`src/afbp_pkg.sv`:
```
// package for the byte-wide nonvolatile memory port host controller
`default_nettype none
package afbp_pkg;
  localparam int ADDR_W = 15;
  localparam int DATA_W = 8;
  localparam int CLK_PERIOD_PS = 8000;
  // timing figures in ns except the last two in us and ms, high supply then low supply
  localparam int SELECT_ACTIVE_MIN_NS     = 70;
  localparam int SELECT_ACTIVE_MIN_LV_NS  = 80;
  localparam int STROBE_PULSE_MIN_NS      = 40;
  localparam int STROBE_PULSE_MIN_LV_NS   = 50;
  localparam int PRECHARGE_MIN_NS         = 60;
  localparam int PRECHARGE_MIN_LV_NS      = 65;
  localparam int WRITE_CYCLE_MIN_NS       = 130;
  localparam int WRITE_CYCLE_MIN_LV_NS    = 145;
  localparam int STROBE_FALL_TO_FLOAT_NS  = 15;
  localparam int SELECT_RISE_TO_FLOAT_NS  = 15;
  localparam int LAST_WRITE_TO_POWERDOWN_US = 0;
  localparam int POWERUP_TO_FIRST_ACCESS_MS = 10;
  // least times rounded up to whole cycles
  localparam int SEL_CYC    = (SELECT_ACTIVE_MIN_LV_NS * 1000 + CLK_PERIOD_PS - 1) / CLK_PERIOD_PS;
  localparam int STB_CYC    = (STROBE_PULSE_MIN_LV_NS * 1000 + CLK_PERIOD_PS - 1) / CLK_PERIOD_PS;
  localparam int PRE_CYC    = (PRECHARGE_MIN_LV_NS * 1000 + CLK_PERIOD_PS - 1) / CLK_PERIOD_PS;
  localparam int FLOAT_CYC  = (STROBE_FALL_TO_FLOAT_NS * 1000 + CLK_PERIOD_PS - 1) / CLK_PERIOD_PS;
  localparam int CYC_CYC    = (WRITE_CYCLE_MIN_LV_NS * 1000 + CLK_PERIOD_PS - 1) / CLK_PERIOD_PS;
  localparam int PWRUP_CYC  = (POWERUP_TO_FIRST_ACCESS_MS * 1000000 + CLK_PERIOD_PS / 1000 - 1)
                              / (CLK_PERIOD_PS / 1000);
  localparam int CNT_W = 21;
  localparam logic [CNT_W-1:0] CNT_ZERO = 21'h000000;

  typedef struct packed {
    logic              wr;
    logic [ADDR_W-1:0] addr;
    logic [DATA_W-1:0] wdata;
  } afbp_req_t;

  typedef struct packed {
    logic              done;
    logic [DATA_W-1:0] rdata;
  } afbp_rsp_t;

  typedef enum logic [2:0] {
    AFBP_PWRUP = 3'h0,
    AFBP_IDLE  = 3'h1,
    AFBP_SEL   = 3'h3,
    AFBP_STB   = 3'h2,
    AFBP_HOLD  = 3'h6,
    AFBP_PRE   = 3'h7
  } afbp_state_t;
endpackage : afbp_pkg
`default_nettype wire

```
`src/afbp_host.sv`:
```
// host controller driving the byte-wide memory port pins
`default_nettype none
module afbp_host
  import afbp_pkg::*;
#(
  parameter int PWRUP_CYCLES = PWRUP_CYC
) (
  input  wire logic              core_clk,
  input  wire logic              rst_n,
  input  wire logic              clk_en,
  input  wire logic              req_valid,
  input  wire afbp_req_t         req,
  output logic                   req_ready,
  output afbp_rsp_t              rsp,
  output logic                   mem_sel_n,
  output logic                   mem_wstrobe_n,
  output logic                   mem_ogate_n,
  output logic [ADDR_W-1:0]      mem_addr,
  output logic [DATA_W-1:0]      mem_dq_o,
  output logic                   mem_dq_oe_n,
  input  wire logic [DATA_W-1:0] mem_dq_i
);
  // ==========================================================
  // pin input synchroniser
  logic [DATA_W-1:0] dq_s1_q, dq_s2_q, dq_s3_q;
  always_ff @(posedge core_clk or negedge rst_n) begin
    if (!rst_n) begin
      dq_s1_q <= '0;
      dq_s2_q <= '0;
      dq_s3_q <= '0;
    end else if (clk_en) begin
      dq_s1_q <= mem_dq_i;
      dq_s2_q <= dq_s1_q;
      dq_s3_q <= dq_s2_q;
    end
  end
  wire dq_stable = (dq_s2_q == dq_s3_q);

  // ==========================================================
  // sequencer
  afbp_state_t       st_q, st_d;
  logic [CNT_W-1:0]  cnt_q, cnt_d;
  logic [CNT_W-1:0]  cyc_q, cyc_d;
  logic              wr_q;
  wire cnt_done = (cnt_q == CNT_ZERO);
  wire cyc_done = (cyc_q == CNT_ZERO);
  wire take     = (st_q == AFBP_IDLE) && req_valid;
  wire [CNT_W-1:0] cyc_dec = cyc_done ? CNT_ZERO : CNT_W'(cyc_q - 1'b1);
  wire [CNT_W-1:0] cnt_dec = CNT_W'(cnt_q - 1'b1);

  always_comb begin
    st_d  = st_q;
    cnt_d = cnt_done ? CNT_ZERO : cnt_dec;
    cyc_d = cyc_dec;
    case (st_q)
      AFBP_PWRUP: if (cnt_done) st_d = AFBP_IDLE;
      AFBP_IDLE: begin
        if (req_valid) begin
          st_d  = AFBP_SEL;
          cnt_d = CNT_W'(SEL_CYC - STB_CYC - 1);
          cyc_d = CNT_W'(CYC_CYC - 1);
        end
      end
      AFBP_SEL: begin
        if (cnt_done) begin
          st_d  = wr_q ? AFBP_STB : AFBP_HOLD;
          cnt_d = CNT_W'(STB_CYC - 1);
        end
      end
      AFBP_STB: if (cnt_done) begin
        st_d  = AFBP_HOLD;
        cnt_d = CNT_W'(0);
      end
      // a write ends without waiting, the bus floats and never settles
      AFBP_HOLD: if (cnt_done && (dq_stable || wr_q)) begin
        st_d  = AFBP_PRE;
        cnt_d = CNT_W'(PRE_CYC - 1);
      end
      AFBP_PRE: if (cnt_done && cyc_done) st_d = AFBP_IDLE;
      default: st_d = AFBP_IDLE;
    endcase
  end

  always_ff @(posedge core_clk or negedge rst_n) begin
    if (!rst_n) begin
      st_q  <= AFBP_PWRUP;
      cnt_q <= CNT_W'(PWRUP_CYCLES);
      cyc_q <= CNT_ZERO;
    end else if (clk_en) begin
      st_q  <= st_d;
      cnt_q <= cnt_d;
      cyc_q <= cyc_d;
    end
  end

  // ==========================================================
  // pin drive, all registered
  wire sel_d  = (st_d == AFBP_SEL) || (st_d == AFBP_STB) || (st_d == AFBP_HOLD);
  wire stb_d  = (st_d == AFBP_STB);
  // drive data FLOAT_CYC + 1 cycles (three cycles) after strobe falls
  wire dq_en_d = wr_q && (st_q == AFBP_STB) && (cnt_q <= CNT_W'(STB_CYC - 1 - FLOAT_CYC));
  // gate only enables reads on the bus
  wire og_d   = sel_d && !(take ? req.wr : wr_q);
  wire read_done = (st_q == AFBP_HOLD) && (st_d == AFBP_PRE);

  always_ff @(posedge core_clk or negedge rst_n) begin
    if (!rst_n) begin
      wr_q          <= 1'b0;
      mem_sel_n     <= 1'b1;
      mem_wstrobe_n <= 1'b1;
      mem_ogate_n   <= 1'b1;
      mem_addr      <= '0;
      mem_dq_o      <= '0;
      mem_dq_oe_n   <= 1'b1;
      req_ready     <= 1'b0;
      rsp           <= '0;
    end else if (clk_en) begin
      if (take) begin
        wr_q     <= req.wr;
        mem_addr <= req.addr;
        mem_dq_o <= req.wdata;
      end
      mem_sel_n     <= !sel_d;
      mem_wstrobe_n <= !stb_d;
      mem_ogate_n   <= !og_d;
      // write data held until one cycle after strobe rise
      mem_dq_oe_n   <= !(dq_en_d || (stb_d && mem_dq_oe_n == 1'b0));
      req_ready     <= (st_d == AFBP_IDLE);
      rsp.done      <= read_done;
      if (read_done && !wr_q) rsp.rdata <= dq_s3_q;
    end
  end
endmodule : afbp_host
`default_nettype wire

```
`config.mk`:
```
export PLATFORM = sky130hd
export DESIGN_NAME = afbp_host
export DESIGN_NICKNAME = d
export VERILOG_FILES = /design/src/afbp_pkg.sv /design/src/afbp_host.sv
export SDC_FILE = /design/constraint.sdc
export NUM_CORES = 1
export LEC_CHECK = 0
export ABC_AREA = 1
export BUFFER_PORTS_ARGS = -buffer_cell sky130_fd_sc_hd__buf_2
export CORE_ASPECT_RATIO = 1.75
export CORE_MARGIN = 3
export CORE_UTILIZATION = 45
export CTS_CLUSTER_SIZE = 10
export DETAILED_ROUTE_END_ITERATION = 7
export PLACE_DENSITY = 0.65
export SLEW_MARGIN = 20
export SYNTH_ARGS = -nofsm -noshare
export SYNTH_HDL_FRONTEND = slang
export SYNTH_SLANG_ARGS = --single-unit
export TNS_END_PERCENT = 1
```
`constraint.sdc`:
```
create_clock -name core_clk -period 2.35 [get_ports core_clk]
set_clock_uncertainty 0.1 [all_clocks]
set_input_delay 0.47 -clock core_clk [delete_from_list [all_inputs] [get_ports core_clk]]
set_output_delay 0.47 -clock core_clk [all_outputs]
set_load 0.005 [all_outputs]
```
==> results of run 1 <==
## final cells by class
cell class | count | area share (%)
Clock buffer | 10 | 3.97
Clock inverter | 6 | 1.27
Inverter | 64 | 3.99
Multi-Input combinational cell | 427 | 35.6
Sequential cell | 107 | 44.7
Tap cell | 132 | 2.74
Timing Repair Buffer | 82 | 7.73
## registers in the layout (all words and copies together), names as in the netlist, 3 cells and up
register / cells
cnt_q: 21
dq_s2_q: 8
cyc_q: 21
mem_addr: 15
st_q: 3
dq_s1_q: 8
rsp: 9
mem_dq_o: 8
dq_s3_q: 8
## cells in the final DEF (no fill, tap or decap), drive strengths merged, types with 14 or more instances in the layout
cell type	count
xor2	21
xnor2	14
inv	68
nand3	19
dfrtp	95
nor2	78
buf	81
nor3	18
o21ai	37
nand2	196
## cell families after synthesis
logic type | synth area share (%)
AO/OA/AOI/OAI | 6.98
XOR/XNOR | 5.94
adder cells (fa/ha/maj) | 0.727
buffers and inverters | 6.38
flip-flops | 52.2
AND/OR/NAND/NOR | 27.8
## metal layers
metal,share of wire [%],vias to the layer above,global-route usage [%]
met3,3.5,18,3.23
met4,2.3,0,7.18
met5,0,-,0
met2,54,81,33.0
li1,-,2081,-
met1,40,1989,22.2
## worst max-delay path, stage by stage (launching register included)
cell and delay, ns:
dfrtp_1 0.36, inv_1 0.13, ha_1 0.21, nand2_1 0.10, nor2_1 0.15, nand3_2 0.08
inv_1 0.06, nand2_1 0.06, a21oi_2 0.12, nand3_2 0.32, nand2_1 0.19, o21ai_2 0.06
## per-stage QoR
step	hold WS, ns	area (um2)	setup slack [ns]	instances	utilization [%]
2_1_floorplan	0.0744	5160	0.596	615	-
3_3_place_gp	0.281	5690	0.342	811	51.0
3_5_place_dp	0.282	5690	0.308	811	51.0
4_1_cts	0.209	6020	0.301	828	53.9
5_1_grt	0.218	6020	0.0816	828	53.9
6_report	0.215	6020	0.303	828	53.9
## power groups by stage
stage / clock network (mW) / logic, mW / registers [mW]
finish: 1.59 / 2.27 / 3.06
floorplan: 0 / 1.57 / 3.01
detailed placement: 0 / 2.29 / 3.08
global placement: 0 / 2.23 / 3.06
global route: 1.68 / 2.61 / 3.15
CTS: 1.61 / 2.30 / 3.06
## worst paths after layout
check / from / to
max reg2reg: cnt_q[0] / rsp[0]
min reg2reg: mem_addr[9] / mem_addr[9]
min: req[22] / mem_addr[14]
min in group asynchronous: rst_n / rsp[6]
max in group asynchronous: rst_n / cnt_q[7]
max: cnt_q[0] / rsp[0]
## timing repair
action,4_1_cts,5_1_grt
gates resized for setup,0,0
endpoints found under the hold margin,19,0
hold buffers,1,0
==> flow_summary_export.csv, run 1 <==
group,metric,value,unit
outcome,status,"complete, no violations",
finish,layout.nets,730,
critical_path,endpoint_kind,"register",
finish,fillers,1055,
finish,multi_input_area,2140,um2
sta,final_hold_viol_count,0,
global_routing,grt_usage,18.7,%
synthesis,synthTopCellsByCount,"nand2_1, dfrtp_1, nor2_1",
power,p_sw_share,37.3,%
place,globalplace.congestion,0.935,
detailed_routing,routed_via_density,5.04,
die,dieArea,12800,um2
clock_tree,root_buffer,"clkbuf_16",
global_routing,grt_max_degree,49,
synthesis,syn_inst,615,
synthesis,netlist_area,5160,um2
power,power.density,1150,nW/um2
clock_tree,htreeDepth,3,
die,die_h,148,um
detailed_routing,drc_errors,0,
power,finalPower,6.92,mW
synthesis,synth.most_common_cell,"nand2_1",
detailed_routing,num_vias,4169,
global_routing,grt_first_pass_wirelength,19200,um
clock_tree,clkSlewWorstSetupHoldPaths,0.08,ns
critical_path,worstSetupPathType,"reg -> reg",
synthesis,netlist.area_leader.share,46.1,%
global_routing,grt-ovfl-total,0,
synthesis,async_reset_ff_share,100,%
synthesis,ys_seq_elements,107,
sta,rsz0062_at_grt,"no",
critical_path,crit_arrival,2.18,ns
sta,slew_headroom,70.6,%
clock_tree,cts_buffer_depth,2,
global_routing,antenna_found_initial,0,
flow_run,maxCapViolations,0,
die,initial_core_util,46.2,%
synthesis,yosysTopAreaCell,"dfrtp_1",
power,power.clock.fraction,23.0,%
sta,slew_viol_final,0,
place,dpl.hpwl,8260,um
clock_tree,cts_buffers,9,
critical_path,rr_worst_depth,11,
detailed_routing,wl_per_cell,13.4,um
power,p_leak,3.11,nW
detailed_routing,ant_nets,0,
die,core,11200,um2
sta,fmax,488,MHz
critical_path,critPathMaxFanout,16,
synthesis,yosys-top-cells-area,"dfrtp_1, nand2_1, dfstp_2",
power,pwr-share-comb,32.8,%
power,seqPwrFrac,44.2,%
die,fp.dieW,87.0,um
synthesis,ys.flop_type,"dfrtp_1",
synthesis,yosys_warnings,0,
clock_tree,cts_tree,"yes",
die,rows,51,
finish,drive_gt1_share,20.8,%
clock_tree,clk-insertion-delay-late,0.35,ns
finish,regArea,2690,um2
hold_path,hold_path_depth,3,
synthesis,seq_area_frac_synth,52.2,%
finish,syn_to_final_growth,16.6,%
sta,fin_setup_tns,0,ns
power,internal_power,4.34,mW
clock_tree,cts_sinks,107,
sta,tightest_slew,0.438,ns
synthesis,synth_cell_type_count,39,
sta,finalCritPeriodShare,87.1,%
critical_path,rrSetupSlack,0.30,ns
detailed_routing,drtIter0Drc,220,
place,port-buffer-count,72,
clock_tree,post-cts-setup-buffers,0,
sta,finalCriticalPeriod,2.05,ns
synthesis,syn_nets,654,
finish,n_antenna_cell,0,
power,switchingPower,2.58,mW
die,io_pins,73,
synthesis,synth_edf_count,0,
detailed_routing,first_pass_iters,4,
critical_path,cp_data_required_time,2.48,ns
critical_path,critPathLaunchType,"register",
sta,setup_violations,0,
detailed_routing,drt_wl_total,11100,um
power,peakVddDrop,0.000628,V
synthesis,syn_area_per_cell,8.39,um2
hold_path,min_path_type,"in -> reg",
global_routing,grt_pass1_vias,4251,
Note: power is estimated with default switching activity, not from simulation.
==> run 2: changes to the inputs <==
- BUFFER_PORTS_ARGS: -buffer_cell sky130_fd_sc_hd__buf_2 -> -buffer_cell sky130_fd_sc_hd__buf_4
- TNS_END_PERCENT: 1 -> 5
==> run 2 against run 1 <==
Non-clock buffer count is 1 higher. Register-to-register slack hardly changed. Routed wire length is 1.2% higher. Sequential share of layout area is 1.2 points lower. Total power is 1.1% higher. Final cell count is 0.12% higher. Clock-buffer cell count stayed put. First-iteration DRC count is 17% lower. Die area stayed put. Worst hold slack worse by 0.21 ns. Critical path depth stayed put. Cell area is 2.8% higher. Critical endpoint is now rsp[4].
==> flow_summary_export.csv, run 2 (synthesis gave the netlist of run 1 again) <==
group,metric,value,unit
sta,setup_violations,0,
clock_tree,cts_sinks,107,
flow_run,maxCapViolations,0,
detailed_routing,drtIter0Drc,183,
critical_path,worstReg2RegEnd,"rsp[4]",
finish,final_cell_mix,"nand2_1, dfrtp_1, buf_4",
die,dieArea,12800,um2
power,seqPwrFrac,43.8,%
finish,layout.nets,731,
clock_tree,clk-insertion-delay-late,0.35,ns
clock_tree,cts_buffer_depth,2,
global_routing,grt_usage,18.9,%
finish,n_antenna_cell,0,
power,internal_power,4.38,mW
critical_path,rr_startpoint,"cnt_q[0]",
sta,slew_viol_final,0,
die,core,11200,um2
finish,largestRegisters,"cnt_q x21, cyc_q x21, mem_addr x15",
power,peakVddDrop,0.000483,V
clock_tree,htreeDepth,3,
power,finalPower,6.99,mW
die,die_h,148,um
detailed_routing,routed_via_density,5.04,
global_routing,antenna_found_initial,0,
power,pwr-share-comb,34.5,%
place,dpl.hpwl,8480,um
finish,syn_to_final_growth,19.8,%
sta,timing.hold.ws,0.00535,ns
power,p_leak,3.14,nW
place,port-buffer-count,72,
finish,final_common_cell,"nand2_1",
finish,fin_cells,829,
clock_tree,cts_buffers,9,
critical_path,cp-startpoint,"cnt_q[0]",
global_routing,grt_max_degree,42,
finish,final_cell_area,6180,um2
clock_tree,cts_hold_buf,0,
sta,finalCriticalPeriod,2.04,ns
critical_path,critPathMaxFanout,16,
detailed_routing,dr_wl_met3,401,um
detailed_routing,wl_met2,5920,um
sta,slew_headroom,62.9,%
sta,tightest_slew,0.556,ns
critical_path,crit_arrival,2.18,ns
finish,drive_gt1_share,21.1,%
critical_path,worstSetupPathType,"reg -> reg",
critical_path,endpoint_kind,"register",
power,power.clock.fraction,21.7,%
critical_path,critPathLaunchType,"register",
power,p_sw_share,37.3,%
critical_path,rrSetupSlack,0.31,ns
global_routing,grt_pass1_vias,4340,
detailed_routing,ant_nets,0,
place,dpl_cell_area,5890,um2
die,fp.dieW,87.0,um
place,globalplace.congestion,0.857,
global_routing,grt-ovfl-total,0,
critical_path,rr_worst_depth,11,
detailed_routing,met1_length,4500,um
power,switchingPower,2.61,mW
critical_path,cp_data_required_time,2.49,ns
die,rows,51,
detailed_routing,num_vias,4177,
sta,finalCritPeriodShare,86.8,%
clock_tree,ctsResizeCount,0,
detailed_routing,drc_errors,0,
clock_tree,clkSlewWorstSetupHoldPaths,0.08,ns
clock_tree,post-cts-setup-buffers,0,
die,initial_core_util,46.2,%
detailed_routing,first_pass_iters,4,
hold_path,min_path_type,"in -> async",
detailed_routing,highest_layer,"met4",
sta,final_hold_viol_count,0,
place,placed_cells,813,
clock_tree,root_buffer,"clkbuf_16",
global_routing,grt_first_pass_wirelength,19500,um
detailed_routing,drt_wl_total,11200,um
sta,fmax,490,MHz
sta,fin_setup_tns,0,ns
die,io_pins,73,
sta,rsz0062_at_grt,"no",
detailed_routing,wl_per_cell,13.5,um
outcome,status,"complete, no violations",
power,power.density,1130,nW/um2
clock_tree,cts_tree,"yes",
run 2: changes by cell type in the layout (fill, tap and decap cells not counted), sizes merged:
cell	before	now
dlygate4sd3	1	0
inv	68	69
bufinv	1	0
buf	81	83
run 2: routing by layer:
layer,GRT usage [%],vias to the layer above
li1,-,2088
met2,33.2,92
met1,21.9,1967
met3,3.46,30
met5,0,-
met4,8.74,0
run 2: final cells by class:
type,instances,area [um2]
clock buffers,10,239
clock inverters,6,60.1
fillers,1005,4980
inverters,64,240
multi-input cells,427,2140
flip-flops and latches,107,2690
well taps,132,165
repair buffers,83,648
run 2: through the flow:
stage | worst slack [ns] | util, %
2_1_floorplan | 0.596 | -
3_3_place_gp | 0.381 | 52.7
4_1_cts | 0.292 | 55.4
5_1_grt | 0.0611 | 55.4
3_5_place_dp | 0.305 | 52.7
6_report | 0.310 | 55.4
run 2: worst max path at each step:
| stage | end | slack [ns] | depth (start not counted) |
|---|---|---|---|
| final | rsp[4] | 0.31 | 11 |
| after floorplan | rsp[5] | 0.60 | 12 |
| after global routing | rsp[2] | 0.06 | 11 |
| after detailed placement | rsp[4] | 0.31 | 11 |
| after global placement | rsp[3] | 0.38 | 11 |
| after CTS | rsp[4] | 0.29 | 11 |
run 2: power groups by stage:
stage / Clock [mW] / Sequential, mW / Combinational, mW
after CTS: 1.55 / 3.07 / 2.45
after detailed placement: 0 / 3.09 / 2.45
after global routing: 1.62 / 3.17 / 2.76
after global placement: 0 / 3.09 / 2.39
after floorplan: 0 / 3.01 / 1.57
final: 1.51 / 3.07 / 2.41
run 2: worst max-delay path, cell delays in order, from the launching register on:
cell	delay, ns
dfrtp_1	0.36
inv_1	0.13
ha_1	0.21
nand2_1	0.10
nor2_1	0.14
nand3_2	0.09
inv_1	0.06
nand2_1	0.06
a21oi_2	0.13
nand3_2	0.31
nand2_1	0.18
o21ai_2	0.06
